[config.mk]
export PLATFORM = sky130hd
export DESIGN_NAME = sar_adc_conversion_control
export DESIGN_NICKNAME = d
export VERILOG_FILES = /design/src/hw/sar_adc_pkg.sv /design/src/hw/sar_adc_conversion_control.sv
export VERILOG_INCLUDE_DIRS = /design/src /design/src/hw
export SDC_FILE = /design/constraint.sdc
export NUM_CORES = 1
export LEC_CHECK = 0
export BUFFER_PORTS_ARGS = -buffer_cell sky130_fd_sc_hd__buf_2
export CAP_MARGIN = 30
export CELL_PAD_IN_SITES_DETAIL_PLACEMENT = 0
export CELL_PAD_IN_SITES_GLOBAL_PLACEMENT = 1
export CORE_ASPECT_RATIO = 1.2
export CORE_UTILIZATION = 40
export CTS_CLUSTER_SIZE = 20
export DETAILED_ROUTE_END_ITERATION = 10
export PLACE_DENSITY = 0.78
export SYNTH_ARGS = -nofsm -noshare
export SYNTH_HDL_FRONTEND = slang
export SYNTH_SLANG_ARGS = --single-unit
[constraint.sdc]
create_clock -name pclk -period 4.1 [get_ports pclk]
set_input_delay 0.41 -clock pclk [delete_from_list [all_inputs] [get_ports pclk]]
set_output_delay 0.41 -clock pclk [all_outputs]
set_load 0.02 [all_outputs]
[src/hw/sar_adc_cfg.svh]
// Offsets, field positions, reset values and timing counts of the
// converter control block. Assumes a 32-bit APB slave, byte addresses.
`ifndef SAR_ADC_CFG_SVH
`define SAR_ADC_CFG_SVH

// Register byte offsets, one aligned word each
`define CHAN_SEL_OFF    8'h00
`define CTRL_A_OFF      8'h04
`define CTRL_B_OFF      8'h08
`define RES_LOW_OFF     8'h0c
`define RES_HIGH_OFF    8'h10

// channel_select_register fields
`define REF_SEL_MSB     7
`define REF_SEL_LSB     6
`define CHAN_SEL_MSB    5
`define CHAN_SEL_LSB    0

// converter_control_a fields
`define ENABLE_BIT      7
`define START_BIT       6
`define AUTO_TRIG_BIT   5
`define DONE_FLAG_BIT   4
`define PRESC_MSB       2
`define PRESC_LSB       0

// converter_control_b fields
`define LEFT_ADJ_BIT    4
`define TRIG_SEL_MSB    2
`define TRIG_SEL_LSB    0

// Reset values
`define CHAN_SEL_RST    8'h00
`define CTRL_A_RST      8'h00
`define CTRL_B_RST      8'h00

// Special codes
`define TEMP_SENSOR_CODE 6'h22
`define FREE_RUN_SOURCE  3'h0
`define SAR_MSB_CODE     10'h200

// Conversion timing in ADC clock cycles
`define NORMAL_LEN      5'd13
`define NORMAL_SAMPLE   5'd1
`define FIRST_LEN       5'd25
`define FIRST_SAMPLE    5'd14
`define AUTO_LEN        5'd14
`define AUTO_SAMPLE     5'd2
`define SAR_BITS        5'd10

// System clock cycles of trigger synchronisation
`define TRIG_SYNC_CYCLES 3

`endif

[src/hw/sar_adc_pkg.sv]
// Types shared by the converter control block.
// Assumes nothing beyond a SystemVerilog compiler.
package sar_adc_pkg;

  typedef enum logic {IDLE, CONVERTING} conv_state_type;

  typedef enum logic [1:0] {NORMAL, FIRST, AUTO} conv_kind_type;

endpackage

[src/hw/sar_adc_conversion_control.sv]
// Digital control of a 10-bit successive-approximation converter.
// Assumes an APB master, trigger flags synchronous to pclk and an analog
// array whose comparator answers within one ADC clock of a trial code.
// How it works
// - Ten-bit code by successive approximation trials.
// - Two-bit field picks the reference source.
// - Six-bit field picks channel and gain.
// - Gain bit chooses 1x/20x; single-ended bypasses.
// - Pins 0, 3, 7 shorted for offset.
// - Code 100010 selects the temperature sensor.
// - Selections apply only while converter enabled.
// - Result right adjusted unless left adjust.
// - Low byte read locks results until high.
// - Done flag set even when result discarded.
// - Start bit launches; reads one while converting.
// - Channel change waits for current conversion.
// - Trigger edge resets prescaler, starts when idle.
// - Source flag must clear before next trigger.
// - Done flag as source runs free.
// - Start bit works with auto trigger on.
// - Prescaler runs only while enabled.
// - Start waits for next ADC clock edge.
// - 13 cycles normal, 25 for first.
// - Completion stores result, sets flag, ends start unless free running.
// - Auto conversion samples at 2, lasts longer.
//
// Design decisions made here: the APB register port and the address map.
`timescale 1ns/10ps
`include "sar_adc_cfg.svh"

module sar_adc_conversion_control (
  // Clock and reset
  input  wire logic        pclk,
  input  wire logic        presetn,
  // APB slave
  input  wire logic [7:0]  paddr,
  input  wire logic        psel,
  input  wire logic        penable,
  input  wire logic        pwrite,
  input  wire logic [31:0] pwdata,
  output logic      [31:0] prdata,
  output logic             pready,
  output logic             pslverr,
  // Trigger sources and interrupt vector acknowledge
  input  wire logic [7:0]  trigger_flags,
  input  wire logic        done_vector_ack,
  // Analog front end
  output logic             analog_power,
  output logic      [1:0]  reference_out,
  output logic      [2:0]  mux_pos,
  output logic      [2:0]  mux_neg,
  output logic             mux_diff,
  output logic             gain_20x,
  output logic             temp_select,
  output logic             sample_hold,
  output logic      [9:0]  sar_trial,
  input  wire logic        cmp_above
);
  import sar_adc_pkg::*;

  // Route word: {temp, spare, gain20, diff, neg[2:0], pos[2:0]}
  function automatic logic [9:0] route(input logic [5:0] code);
    logic [3:0] k;
    logic [2:0] p;
    logic [2:0] n;
    k = code[4:1];
    p = 3'h0;
    n = 3'h0;
    route = 10'h000;
    if (code == `TEMP_SENSOR_CODE) begin
      route = 10'h200;
    end else if (code[5:3] == 3'b000) begin
      route = {4'h0, 3'h0, code[2:0]};
    end else if (code[5] == 1'b0) begin
      unique case (k)
        4'hb: begin p = 3'h0; n = 3'h0; end
        4'hc: begin p = 3'h3; n = 3'h3; end
        4'hd: begin p = 3'h7; n = 3'h7; end
        4'he: begin p = 3'h1; n = 3'h0; end
        4'hf: begin p = 3'h7; n = 3'h6; end
        default: begin
          p = 3'(k - 4'h4);
          n = 3'(k - 4'h3);
        end
      endcase
      route = {2'b00, code[0], 1'b1, n, p};
    end
  endfunction

  // Software-visible control state
  logic       enable;
  logic       start_req;
  logic       auto_trig;
  logic       done_flag;
  logic [2:0] presc_sel;
  logic       left_adjust;
  logic [2:0] trig_sel;
  logic [5:0] chan_field;
  logic [1:0] ref_sel;
  logic       next_enable;
  logic       next_start_req;
  logic       next_auto_trig;
  logic       next_done_flag;
  logic [2:0] next_presc_sel;
  logic       next_left_adjust;
  logic [2:0] next_trig_sel;
  logic [5:0] next_chan_field;
  logic [1:0] next_ref_sel;

  // Converter state
  conv_state_type state;
  conv_kind_type  kind;
  logic [4:0]     tick_cnt;
  logic [3:0]     bit_idx;
  logic [9:0]     sar_code;
  logic [9:0]     result;
  logic           lock;
  logic           first_pending;
  logic           auto_pending;
  logic [6:0]     presc_cnt;
  logic [2:0]     trig_pipe;
  logic           trig_prev;
  logic [9:0]     chan_route;
  logic [1:0]     ref_act;
  logic [31:0]    rd_data;
  logic           rd_err;
  conv_state_type next_state;
  conv_kind_type  next_kind;
  logic [4:0]     next_tick_cnt;
  logic [3:0]     next_bit_idx;
  logic [9:0]     next_sar_code;
  logic [9:0]     next_result;
  logic           next_lock;
  logic           next_first_pending;
  logic           next_auto_pending;
  logic [6:0]     next_presc_cnt;
  logic [2:0]     next_trig_pipe;
  logic           next_trig_prev;
  logic [9:0]     next_chan_route;
  logic [1:0]     next_ref_act;
  logic [31:0]    next_rd_data;
  logic           next_rd_err;
  logic           next_sample_hold;

  // Shared decode
  logic       wr_acc;
  logic       rd_acc;
  logic       setup;
  logic       mapped;
  logic [2:0] div_exp;
  logic [6:0] presc_mask;
  logic       adc_tick;
  logic       busy;
  logic       free_run;
  logic       trig_edge;
  logic       trig_fire;
  logic       start_go;
  logic       last_tick;
  logic [4:0] conv_len;
  logic [4:0] sample_at;
  logic [9:0] final_code;

  always_comb begin
    setup  = psel && !penable;
    wr_acc = psel && penable && pwrite;
    rd_acc = psel && penable && !pwrite;
    mapped = (paddr == `CHAN_SEL_OFF) || (paddr == `CTRL_A_OFF) ||
             (paddr == `CTRL_B_OFF) || (paddr == `RES_LOW_OFF) ||
             (paddr == `RES_HIGH_OFF);
    div_exp = (presc_sel == 3'h0) ? 3'h1 : presc_sel;
    presc_mask = 7'((8'h01 << div_exp) - 8'h01);
    adc_tick = enable && ((presc_cnt & presc_mask) == presc_mask);
    busy     = (state == CONVERTING);
    free_run = auto_trig && (trig_sel == `FREE_RUN_SOURCE);
    // A flag already high after completion gives no new edge
    trig_edge = auto_trig && !free_run && trig_flags_sel() &&
                !trig_prev && !busy && !auto_pending;
    trig_fire = trig_pipe[`TRIG_SYNC_CYCLES-1];
    start_go  = !busy && adc_tick && (start_req || auto_pending);
    unique case (kind)
      FIRST: begin
        conv_len  = `FIRST_LEN;
        sample_at = `FIRST_SAMPLE;
      end
      AUTO: begin
        conv_len  = `AUTO_LEN;
        sample_at = `AUTO_SAMPLE;
      end
      default: begin
        conv_len  = `NORMAL_LEN;
        sample_at = `NORMAL_SAMPLE;
      end
    endcase
    last_tick = busy && adc_tick && (tick_cnt == conv_len - 5'd1);
    final_code = sar_code;
    if (!cmp_above) begin
      final_code[bit_idx] = 1'b0;
    end
  end

  function automatic logic trig_flags_sel();
    trig_flags_sel = trigger_flags[trig_sel];
  endfunction

  // Register file
  always_comb begin
    next_enable      = enable;
    next_start_req   = start_req;
    next_auto_trig   = auto_trig;
    next_done_flag   = done_flag;
    next_presc_sel   = presc_sel;
    next_left_adjust = left_adjust;
    next_trig_sel    = trig_sel;
    next_chan_field  = chan_field;
    next_ref_sel     = ref_sel;
    if (wr_acc && paddr == `CHAN_SEL_OFF) begin
      next_ref_sel    = pwdata[`REF_SEL_MSB:`REF_SEL_LSB];
      next_chan_field = pwdata[`CHAN_SEL_MSB:`CHAN_SEL_LSB];
    end
    if (wr_acc && paddr == `CTRL_B_OFF) begin
      next_left_adjust = pwdata[`LEFT_ADJ_BIT];
      next_trig_sel    = pwdata[`TRIG_SEL_MSB:`TRIG_SEL_LSB];
    end
    if (done_vector_ack) begin
      next_done_flag = 1'b0;
    end
    if (wr_acc && paddr == `CTRL_A_OFF) begin
      next_enable    = pwdata[`ENABLE_BIT];
      next_auto_trig = pwdata[`AUTO_TRIG_BIT];
      next_presc_sel = pwdata[`PRESC_MSB:`PRESC_LSB];
      if (pwdata[`DONE_FLAG_BIT]) begin
        next_done_flag = 1'b0;
      end
      // Writing zero to the start bit never aborts a conversion
      if (pwdata[`START_BIT] && !busy) begin
        next_start_req = 1'b1;
      end
    end
    if (start_go) begin
      next_start_req = 1'b0;
    end
    if (!next_enable) begin
      next_start_req = 1'b0;
    end
    // Completion wins over any clear in the same cycle
    if (last_tick) begin
      next_done_flag = 1'b1;
    end
  end

  always_ff @(posedge pclk or negedge presetn) begin
    if (!presetn) begin
      enable      <= 1'(`CTRL_A_RST >> `ENABLE_BIT);
      start_req   <= 1'b0;
      auto_trig   <= 1'b0;
      done_flag   <= 1'b0;
      presc_sel   <= 3'h0;
      left_adjust <= 1'b0;
      trig_sel    <= 3'h0;
      chan_field  <= 6'h00;
      ref_sel     <= 2'h0;
    end else begin
      enable      <= next_enable;
      start_req   <= next_start_req;
      auto_trig   <= next_auto_trig;
      done_flag   <= next_done_flag;
      presc_sel   <= next_presc_sel;
      left_adjust <= next_left_adjust;
      trig_sel    <= next_trig_sel;
      chan_field  <= next_chan_field;
      ref_sel     <= next_ref_sel;
    end
  end

  // Prescaler, trigger synchroniser, sequencer, result and read data
  always_comb begin
    next_state         = state;
    next_kind          = kind;
    next_tick_cnt      = tick_cnt;
    next_bit_idx       = bit_idx;
    next_sar_code      = sar_code;
    next_result        = result;
    next_lock          = lock;
    next_first_pending = first_pending;
    next_auto_pending  = auto_pending;
    next_sample_hold   = 1'b0;
    next_chan_route    = chan_route;
    next_ref_act       = ref_act;
    next_trig_prev     = trig_flags_sel();
    next_trig_pipe     = {trig_pipe[1:0], trig_edge};
    next_presc_cnt     = 7'(presc_cnt + 7'h01);
    if (trig_fire) begin
      next_presc_cnt    = 7'h00;
      next_auto_pending = 1'b1;
    end
    if (start_go) begin
      next_state        = CONVERTING;
      next_tick_cnt     = 5'd0;
      next_auto_pending = 1'b0;
      next_first_pending = 1'b0;
      if (first_pending) begin
        next_kind = FIRST;
      end else if (auto_pending && !start_req) begin
        next_kind = AUTO;
      end else begin
        next_kind = NORMAL;
      end
    end else if (busy && adc_tick) begin
      next_tick_cnt = 5'(tick_cnt + 5'd1);
      if (tick_cnt == sample_at) begin
        next_sample_hold = 1'b1;
      end
      if (tick_cnt == conv_len - `SAR_BITS - 5'd1) begin
        next_sar_code = `SAR_MSB_CODE;
        next_bit_idx  = 4'd9;
      end else if (tick_cnt >= conv_len - `SAR_BITS) begin
        next_sar_code = final_code;
        if (bit_idx != 4'd0) begin
          next_bit_idx = 4'(bit_idx - 4'd1);
          next_sar_code[bit_idx - 4'd1] = 1'b1;
        end
      end
      if (last_tick) begin
        // A low-byte read in flight also blocks, so both bytes match
        if (!lock && !(psel && !pwrite && paddr == `RES_LOW_OFF)) begin
          next_result = final_code;
        end
        if (free_run) begin
          next_tick_cnt = 5'd0;
          next_kind     = NORMAL;
        end else begin
          next_state = IDLE;
        end
      end
    end
    // Selection is frozen during a conversion
    if (enable && (!busy || last_tick)) begin
      next_chan_route = route(chan_field);
      next_ref_act    = ref_sel;
    end
    if (rd_acc && paddr == `RES_LOW_OFF) begin
      next_lock = 1'b1;
    end
    if (rd_acc && paddr == `RES_HIGH_OFF) begin
      next_lock = 1'b0;
    end
    if (!enable) begin
      next_presc_cnt     = 7'h00;
      next_state         = IDLE;
      next_first_pending = 1'b1;
      next_auto_pending  = 1'b0;
      next_trig_pipe     = 3'h0;
    end
    next_rd_data = rd_data;
    next_rd_err  = rd_err;
    if (setup) begin
      next_rd_err  = !mapped;
      next_rd_data = 32'h0000_0000;
      if (!pwrite) begin
        if (paddr == `CHAN_SEL_OFF) begin
          next_rd_data[7:0] = {ref_sel, chan_field};
        end else if (paddr == `CTRL_A_OFF) begin
          next_rd_data[7:0] = {enable, start_req || busy, auto_trig,
                               done_flag, 1'b0, presc_sel};
        end else if (paddr == `CTRL_B_OFF) begin
          next_rd_data[7:0] = {3'h0, left_adjust, 1'b0, trig_sel};
        end else if (paddr == `RES_LOW_OFF) begin
          next_rd_data[7:0] = left_adjust ? {result[1:0], 6'h00}
                                          : result[7:0];
        end else if (paddr == `RES_HIGH_OFF) begin
          next_rd_data[7:0] = left_adjust ? result[9:2]
                                          : {6'h00, result[9:8]};
        end
      end
    end
  end

  always_ff @(posedge pclk or negedge presetn) begin
    if (!presetn) begin
      state         <= IDLE;
      kind          <= NORMAL;
      tick_cnt      <= 5'd0;
      bit_idx       <= 4'd0;
      sar_code      <= 10'h000;
      result        <= 10'h000;
      lock          <= 1'b0;
      first_pending <= 1'b1;
      auto_pending  <= 1'b0;
      presc_cnt     <= 7'h00;
      trig_pipe     <= 3'h0;
      trig_prev     <= 1'b0;
      chan_route    <= 10'h000;
      ref_act       <= 2'h0;
      rd_data       <= 32'h0000_0000;
      rd_err        <= 1'b0;
      sample_hold   <= 1'b0;
    end else begin
      state         <= next_state;
      kind          <= next_kind;
      tick_cnt      <= next_tick_cnt;
      bit_idx       <= next_bit_idx;
      sar_code      <= next_sar_code;
      result        <= next_result;
      lock          <= next_lock;
      first_pending <= next_first_pending;
      auto_pending  <= next_auto_pending;
      presc_cnt     <= next_presc_cnt;
      trig_pipe     <= next_trig_pipe;
      trig_prev     <= next_trig_prev;
      chan_route    <= next_chan_route;
      ref_act       <= next_ref_act;
      rd_data       <= next_rd_data;
      rd_err        <= next_rd_err;
      sample_hold   <= next_sample_hold;
    end
  end

  // One access cycle per transfer; answers come from setup-cycle flops
  assign pready        = penable;
  assign prdata        = rd_data;
  assign pslverr       = psel && penable && rd_err;
  assign analog_power  = enable;
  assign reference_out = ref_act;
  assign mux_pos       = chan_route[2:0];
  assign mux_neg       = chan_route[5:3];
  assign mux_diff      = chan_route[6];
  assign gain_20x      = chan_route[7];
  assign temp_select   = chan_route[9];
  assign sar_trial     = sar_code;

endmodule // sar_adc_conversion_control

# Word level (Yosys, flattened, before mapping)
# Index checks and enable logic that the tools add are counted.
# op_classes
bitwise_logic	5
n_mux	66
reduce_logical	65
n_lt_le_gt_ge	6
n_addsub	9
eq_ne	23
shift	1
# op_table
cell	n
two-way mux 8 bit	10
two-way mux 10 bit	5
logical AND 1 bit	29
two-way mux 1 bit	27
one-hot mux 3 bit (4 select lines)	2
equality test 4 bit (second input constant)	5
two-way mux 5 bit	4
equality test 8 x 4 -> 1 bit (second input constant)	2
equality test 5 bit	3
!= test 3 x 1 -> 1 bit (second input constant)	5
two-way mux 7 bit	2
two-way mux 2 bit	6
two-way mux 4 bit	3
nonzero test 2 bit	6
AND 10 bit	1
logical NOT 1 bit	10
< comparator 4 x 5 -> 1 bit (second input constant)	2
inverter 10 bit	1
bitwise OR 10 bit	1
one-hot mux 5 bit (2 select lines)	1
subtractor 5 x 1 -> 5 bit (second input constant)	2
logical NOT 3 bit	3
AND reduction 3 bit	3
demux 1 bit (select 4 bit)	2
30 further kinds	40
# totals
regBits	87

# Depth between registers and ports, before layout
# Gate-level depths: netlist of run 1.
# depth
word_depth	13
depth_mapped	10
depth_no_buf	9

# Worst setup path after synthesis of run 1
# OpenSTA, ideal clock, no wires.
# synth_timing
kind	flip-flop to flip-flop
from	reg kind[0]
to	reg chan_route[0]
n_path_buf	1
setup_ns	0.125
arrival_time_ns	2.240
synth_period_minus_slack_ns	2.365
required_time_ns	3.975
path_stages_with_launch	11
setup_slack_ns	1.735
cell_sequence	dfrtp_1 > inv_1 > ha_1 > inv_1 > ha_1 > nand2b_1 > a2111oi_4 > nand2_2 > o22ai_4 > buf_12 > mux2_4
# synth_via
elab_chain_len	7
# synth_rtl
element	line	source
start: declaration	sar_adc_conversion_control.sv:112	conv_kind_type kind;
start signal: assignment	sar_adc_conversion_control.sv:399	kind <= next_kind;
equality test 2 bit / equality test 2 x 1 -> 1 bit (equally long branches)	sar_adc_conversion_control.sv:180	unique case (kind)
one-hot mux 5 bit (2 select lines) (*)	sar_adc_conversion_control.sv:180	
subtractor 5 x 1 -> 5 bit (*)	sar_adc_conversion_control.sv:194	last_tick = busy && adc_tick && (tick_cnt == conv_len - 5'd1);
equality test 5 bit (*)	sar_adc_conversion_control.sv:194	
logical AND 1 bit (*)	sar_adc_conversion_control.sv:194	
logical OR 1 bit (*)	sar_adc_conversion_control.sv:337	if (enable && (!busy || last_tick)) begin
logical AND 1 bit (*)	sar_adc_conversion_control.sv:337	
end signal: assignment	sar_adc_conversion_control.sv:410	chan_route <= next_chan_route;
end: declaration	sar_adc_conversion_control.sv:123	logic [9:0] chan_route;
# Every way passes the cells marked *; elsewhere a longest branch is shown, timed or not.
# A chain may end at the register's enable or synchronous reset.

# Worst setup path in the final report of run 1
# layout_timing
from	reg kind[0]
to	reg ref_act[0], in the netlist reference_out[0]
# layout_via
elab_chain_len	7
# layout_rtl
element	line	source
equality test 2 bit / equality test 2 x 1 -> 1 bit (equally long branches)	sar_adc_conversion_control.sv:180	
one-hot mux 5 bit (2 select lines) (*)	sar_adc_conversion_control.sv:180	
subtractor 5 x 1 -> 5 bit (*)	sar_adc_conversion_control.sv:194	
equality test 5 bit (*)	sar_adc_conversion_control.sv:194	
logical AND 1 bit (*)	sar_adc_conversion_control.sv:194	
logical OR 1 bit (*)	sar_adc_conversion_control.sv:337	
logical AND 1 bit (*)	sar_adc_conversion_control.sv:337	
end signal: assignment	sar_adc_conversion_control.sv:411	ref_act <= next_ref_act;
end: declaration	sar_adc_conversion_control.sv:124	logic [1:0] ref_act;
# Marks and branches as above.

==> metrics, run 1 <==
status=completed; Detailed Routing Iterations Pass 1=4; cells after synthesis=540; io pins=112; share of total power in combinational logic=0.056; Power Total=between 1.5 and 2 mW; PnR worst setup slack=1240 ps; clk_skew=7.82 ps; DRC=0; layout cells sized above 1=0.225; Final #Nets=666; CTS buffer count=9; Die ar.=13800 sq um; number of synthesized register bits=86; largest net degree at the start of global routing=between 50 and 60; Final Hold Viols=0; Worst setup EP type=flop; global route overflow=0; row cnt=45; Area after DPL=~5700 sq um; RSZ-0062 raised after global routing=no; global-route wire length before repair=~21000 um; Final Core Density=0.469; critical path required time=4320 ps; Die H=129 um; Crit Path Category=flop to flop; worst skew pair latency=roughly 340 ps; top_reg_cell synth=dfrtp_1; WL per Instance=roughly 16 um; GRT Util Overall=0.190; vias in the first global route=between 4000 and 5000; Root Driver=clkbuf_16; WL final=~12000 um; Initial Util=0.417; Sink Count=86; Port Buffers=63; CTS tree=built; synthesis-to-finish area growth=12.5%; clock share of power=0.491; Post-Syn Area=roughly 5300 sq um; DRT iter0 DRCs=around 230; GP Congestion=0.860; CP startpoint kind=flop; hpwl dp=a little over 9000 um; Slew @ Worst Pin=849 ps; relative slew slack=0.434; Clock transition at path regs=approximately 70 ps; Clock Tree Buf Depth=2; register cell area after layout=around 2200 sq um; Diodes inserted=0; CTS Hold Bufs=0; EDFF count, synth=0; Die W=roughly 110 um; Min Clock Period, post-route=approximately 2900 ps; setup violators final=0; Max-cap violations=0; power density of the placed cells=316 nW/um^2; switching power=0.421 mW; CP arrival=3080 ps; area of the multi-input gates=~2900 sq um; fmax=between 300 and 400 MHz; fill count=about 1200; CTS H-tree depth=3; vias=roughly 4200; synthesized area per cell=around 10 sq um; top fanout value on the critical path=11; hold crit path type=input pin to asynchronous set/reset pin; register area share after synthesis=0.403; Vias per Instance=5.55; Routed Antenna Nets=0; Synthesis Warnings=0; sum of negative setup slack=0 ps; fin. max-slew vios=0; Core Area=~13000 sq um; post-cts sizing count=0; pre-CTS setup slack=~1300 ps; VDD IR max=roughly 210 uV; Setup Fix Bufs, Post-CTS=0; Synth async-reset ratio=1.00; Switching Share=0.222; fin area=6020 sq um; Distinct cells, synth=78; Leak=2.76 nW; sequential power share=0.453; final worst path period share=0.697; Cell Int Power=roughly 1.5 mW; initial antenna violation count=0
==> cell usage after synthesis (all sizes together), types with 8 or more instances <==
cell type / n / area, sq um
nand3: 13 / 65.1
nor3: 18 / 101
a21oi: 19 / 95.1
nand2: 41 / 156
a31oi: 9 / 62.6
nor2: 36 / 135
buf: 34 / 260
ha: 20 / 250
mux2: 34 / 435
o21ai: 28 / 140
nor2b: 15 / 93.8
mux2i: 10 / 100
clkbuf: 14 / 52.6
nand2b: 9 / 56.3
nand4: 8 / 50.1
inv: 28 / 105
dfrtp: 85 / 2130
==> logic make-up (layout without fill, tap and decap cells) <==
group,count (synthesis),after routing,synth area share
buffers and inverters,76,108,0.0781
other,1,24,0.000701
adders and majority gates,20,20,0.0468
xor gates and xnor gates,10,10,0.0164
DFF,86,86,0.403
and+or+nand+nor,183,183,0.188
AOI/OAI and AO/OA,118,118,0.159
muxes,46,46,0.109
==> registers in the layout (all words and copies together), names as in the netlist, 2 cells and up <==
signal,flops
bit_idx,4
chan_field,6
chan_route,9
kind,2
prdata,8
presc_cnt,7
presc_sel,3
ref_sel,2
reference_out,2
result,10
sar_trial,10
tick_cnt,5
trig_pipe,3
trig_sel,3
==> power groups by stage <==
stage | sequential [mW] | clock (mW) | combinational [mW]
floorplan | 0.875 | 0 | 0.0763
global placement | 0.877 | 0 | 0.101
detailed placement | 0.877 | 0 | 0.107
CTS | 0.861 | 0.946 | 0.107
global route | 0.862 | 0.980 | 0.118
finish | 0.861 | 0.933 | 0.106
==> through the flow <==
stage | hold WS [ps] | cells
finish | 26.9 | 759
global route | 54.0 | 759
CTS | 40.3 | 759
detailed placement | 408 | 744
global placement | 444 | 743
floorplan | 114 | 563
==> critical path: stages, from the launching register on <==
cell and delay, ps:
dfrtp_1 400, inv_1 120, ha_1 200, inv_1 50, ha_1 310, nand2b_1 190
a2111oi_4 490, nand2_2 150, o22ai_4 440, mux2_2 390
==> placed cells by master, fill, tap and decap left out, types with 5 or more instances in the layout <==
master,n
a31oi_1,8
nand3_1,13
mux2i_1,10
and3_1,6
nand2_1,40
buf_2,62
nand2b_1,9
inv_1,28
or3_1,5
mux2_2,17
mux2_4,14
xnor2_1,6
conb_1,24
clkbuf_16,9
a22o_1,5
nor3_1,17
dfrtp_1,85
a21oi_1,19
o21ai_0,28
nor2b_1,15
ha_1,20
o211ai_1,5
o22ai_1,6
nand4_1,8
nor2_1,36
nor4_1,6
==> final timing paths <==
path | start | end | slack, ps | depth (start not counted)
setup reg to reg | kind[0] | reference_out[0] | 1240 | 9
hold reg to reg | trig_pipe[1] | trig_pipe[2] | 470 | 1
hold / removal | presetn | chan_route[1] | 30 | 1
setup / recovery | kind[0] | reference_out[0] | 1240 | 9
min in group pclk | pwdata[3] | chan_field[3] | 290 | 2
max in group asynchronous | presetn | bit_idx[2] | 3430 | 2
==> per-layer routing <==
metal / global-route usage / routed length (um) / share of wire / vias up
met5: 0 / 0 / 0 / -
met4: 0.0733 / 212 / 0.017 / 0
met3: 0.0344 / 591 / 0.047 / 15
met2: 0.326 / 6180 / 0.50 / 112
met1: 0.238 / 5500 / 0.44 / 2081
li1: - / - / - / 2005
==> area by class of cell <==
class,count,share of cell area
clock buffers,9,0.0374
well taps,164,0.0341
multi-input cells,401,0.476
inverters,28,0.0175
repair buffers,65,0.0586
flip-flops and latches,86,0.358
clock inverters,6,0.0185
No activity file was read; power rests on OpenSTA's default activity.
==> run 2, diff against run 1 <==
- ABC_AREA: not set -> 1
- CORE_UTILIZATION: 40 -> 36
- clock period: 4.1 -> 2.3 ns (I/O delays scaled with it)
==> run 2 against run 1 <==
  * Non-clock buffer count is 6 higher
  * Combinational power grew 110%
  * Clock power rose by 65%
  * Clock-buffer cell count stayed put
  * Wire length grew 1.0%
  * Sequential power grew 80%
  * Critical endpoint is now sar_trial[1]
==> metrics, run 2 <==
status=completed; DRT iter0 DRCs=223 (-1.8%); power density of the placed cells=565 nW/um^2 (+79%); sum of negative setup slack=0 ps (unchanged); layer with the highest usage=met2; Slew @ Worst Pin=571 ps (-278 ps); WL per Instance=13.7 um (-17%); VDD IR max=556 uV (+160%); reg2reg setup slack=190 ps (-1060 ps); Synthesis Warnings=0 (unchanged); vias in the first global route=4393 (+4.9%); Die ar.=14600 sq um (+5.6%); FF-to-FF Start=kind[1]; met1 Resource Use GR=0.233 (-0.00541); Initial Util=0.368 (-0.0486); Die H=132 um (+2.7%); Vias per Instance=4.87 (-12%); vias=4484 (+6.4%); setup violators final=0 (unchanged); Post-synth top cells=nand2_1 (187), dfrtp_1 (85), inv_1 (81), nor2_1 (57), nand3_1 (48); Final #Nets=819 (+23%); share of total power in combinational logic=0.067 (+0.011); hold crit path type=input pin to flop; Worst setup EP type=flop; CTS H-tree depth=3 (unchanged); Final Core Density=0.425 (-0.0439); layout cells sized above 1=0.148 (-0.0770); Min Clock Period, post-route=2110 ps (-744 ps); Synth area leader=dfrtp_1; CTS buffer count=9 (unchanged); Clock Tree Buf Depth=2 (unchanged); register area share after synthesis=0.423 (+0.0208); grt met2 use=0.313 (-0.0132); clock share of power=0.464 (-0.027); fill count=1422 (+17%); placed cell count=903 (+21%); Cell Int Power=2.47 mW (+67%); Final Hold Viols=0 (unchanged); clk_skew=10.9 ps (+3.03 ps); number of synthesized register bits=86 (unchanged); reg2reg end=sar_trial[1]; critical path required time=2570 ps (-1750 ps); CTS tree=built; global route overflow=0 (unchanged); relative slew slack=0.618 (+0.184); ranking of synthesized cells by area=dfrtp_1 (42%), nand2_1 (14%), inv_1 (6.0%); Critical Path Start=kind[1]; post-synth top area share=0.418 (+0.0205); Die W=111 um (+2.7%); Post-Syn Area=5090 sq um (-4.9%); crit path to=sar_trial[1]; GP Congestion=0.897 (+4.4%); Leak=3.16 nW (+14%); Crit Path Category=flop to flop; sequential power share=0.469 (+0.016); cells after synthesis=677 (+25%); Synth async-reset ratio=1.00 (unchanged); final worst path period share=0.919 (+0.222); Worst R2R Path Depth=11 (+2); hpwl dp=9700 um (+3.8%); Port Buffers=63 (unchanged); Core Area=13800 sq um (+7.7%); synthesis-to-finish area growth=15.4%; largest net degree at the start of global routing=59 (+13%); count leader, synth=nand2_1; Sink Count=86 (unchanged); Diodes inserted=0 (unchanged); non-filler cells, final=920 (+21%); io pins=112 (unchanged); WL final=12600 um (+1.0%); EDFF count, synth=0 (unchanged); GRT Util Overall=0.182 (-0.00897); DRC=0 (unchanged); worst skew pair latency=350 ps (about the same); fmax=473 MHz (+35%); Root Driver=clkbuf_16; fin. max-slew vios=0 (unchanged); Distinct cells, synth=43 (-45%); Switching Share=0.256 (+0.0345); Max-cap violations=0 (unchanged); CP startpoint kind=flop; switching power=0.849 mW (+100%); global-route wire length before repair=21500 um (+4.1%); synthesized area per cell=7.51 sq um (-24%); CP arrival=2380 ps (-700 ps); Clock transition at path regs=70 ps (about the same); row cnt=47 (+4.4%); top_reg_cell synth=dfrtp_1; Routed Antenna Nets=0 (unchanged); hold path cells=3; Detailed Routing Iterations Pass 1=5 (+1); M3 GR Usage=0.0299 (-0.00456); RSZ-0062 raised after global routing=no; initial antenna violation count=0 (unchanged); commonest cells after routing, fill and taps aside=nand2_1 (185), dfrtp_1 (85), inv_1 (81); most common cell after layout, fill and taps aside=nand2_1; top fanout value on the critical path=20 (+9)
## run 2: cell count changes in the layout (fill, tap and decap cells not counted), sizes merged, moves of 7 or more
cell	delta
a21oi	+8
mux2	-33
or3	-7
mux2i	-9
nand2	+149
nor3	-8
o21ai	+40
nand2b	-9
a31oi	-7
nor2	+25
nand3	+36
inv	+55
nor2b	-15
## run 2: per-layer routing
metal / up-vias / wire [um]
li1: 2274 / -
met1: 2103 / 5760
met2: 97 / 6280
met3: 10 / 432
met4: 0 / 131
met5: - / 0
## run 2: stage by stage
| stage | setup slack (ps) | instance area [sq um] | hold WS [ps] | total power [mW] |
|---|---|---|---|---|
| floorplan | 443 | 5170 | -65.6 | 1.73 |
| detailed placement | 177 | 5530 | 194 | 1.81 |
| global route | 8.20 | 5870 | 180 | 3.46 |
| CTS | 154 | 5850 | 152 | 3.37 |
| global placement | 219 | 5530 | 184 | 1.80 |
| finish | 187 | 5870 | 165 | 3.32 |
## run 2: how the worst min path moves through the flow
| stage | start | end |
|---|---|---|
| after floorplan | presetn | analog_power |
| after global routing | pwdata[6] | start_req |
| after global placement | presetn | chan_route[6] |
| after CTS | pwdata[3] | chan_field[3] |
| after detailed placement | presetn | chan_route[6] |
| final | pwdata[3] | chan_field[3] |
## run 2: repair_timing
action,in CTS,in global routing
hold endpoints to repair,27,0
endpoints found under the setup margin,0,24
hold buffers,1,0
setup buffers,0,0
gates resized for setup,0,5
## run 2: worst max-delay path, cell delays in order (launching register included)
cell and delay [ps]:
dfrtp_1 430, inv_1 100, ha_2 200, nand2_1 110, ha_1 320, a21oi_1 160, o21a_1 160, nand4_1 150
nand2_2 120, buf_12 140, nand2_1 50, o21ai_1 80
## run 2: cell type report
cell class	count	area [sq um]	area share
sequential	86	2150	0.367
multi-input combinational	494	2470	0.421
clock buffer	9	225	0.0384
clock inverter	7	91.3	0.0156
timing repair buffer	71	405	0.0691
inverter	82	308	0.0524
tap	171	214	0.0364
## run 2: cell families after synthesis
kind of cell	synth area share
buffers and inverters	0.111
muxes	0.00418
DFF	0.423
adders and majority gates	0.0492
other	0.000737
xor gates and xnor gates	0.0103
and+or+nand+nor	0.276
AOI/OAI and AO/OA	0.126
## run 2: power groups by stage
stage | Sequential, mW | Combinational (mW) | Clock, mW
after global placement | 1.58 | 0.220 | 0
after detailed placement | 1.58 | 0.224 | 0
final | 1.55 | 0.223 | 1.54
after floorplan | 1.60 | 0.133 | 0
after CTS | 1.55 | 0.225 | 1.59
after global routing | 1.56 | 0.251 | 1.65
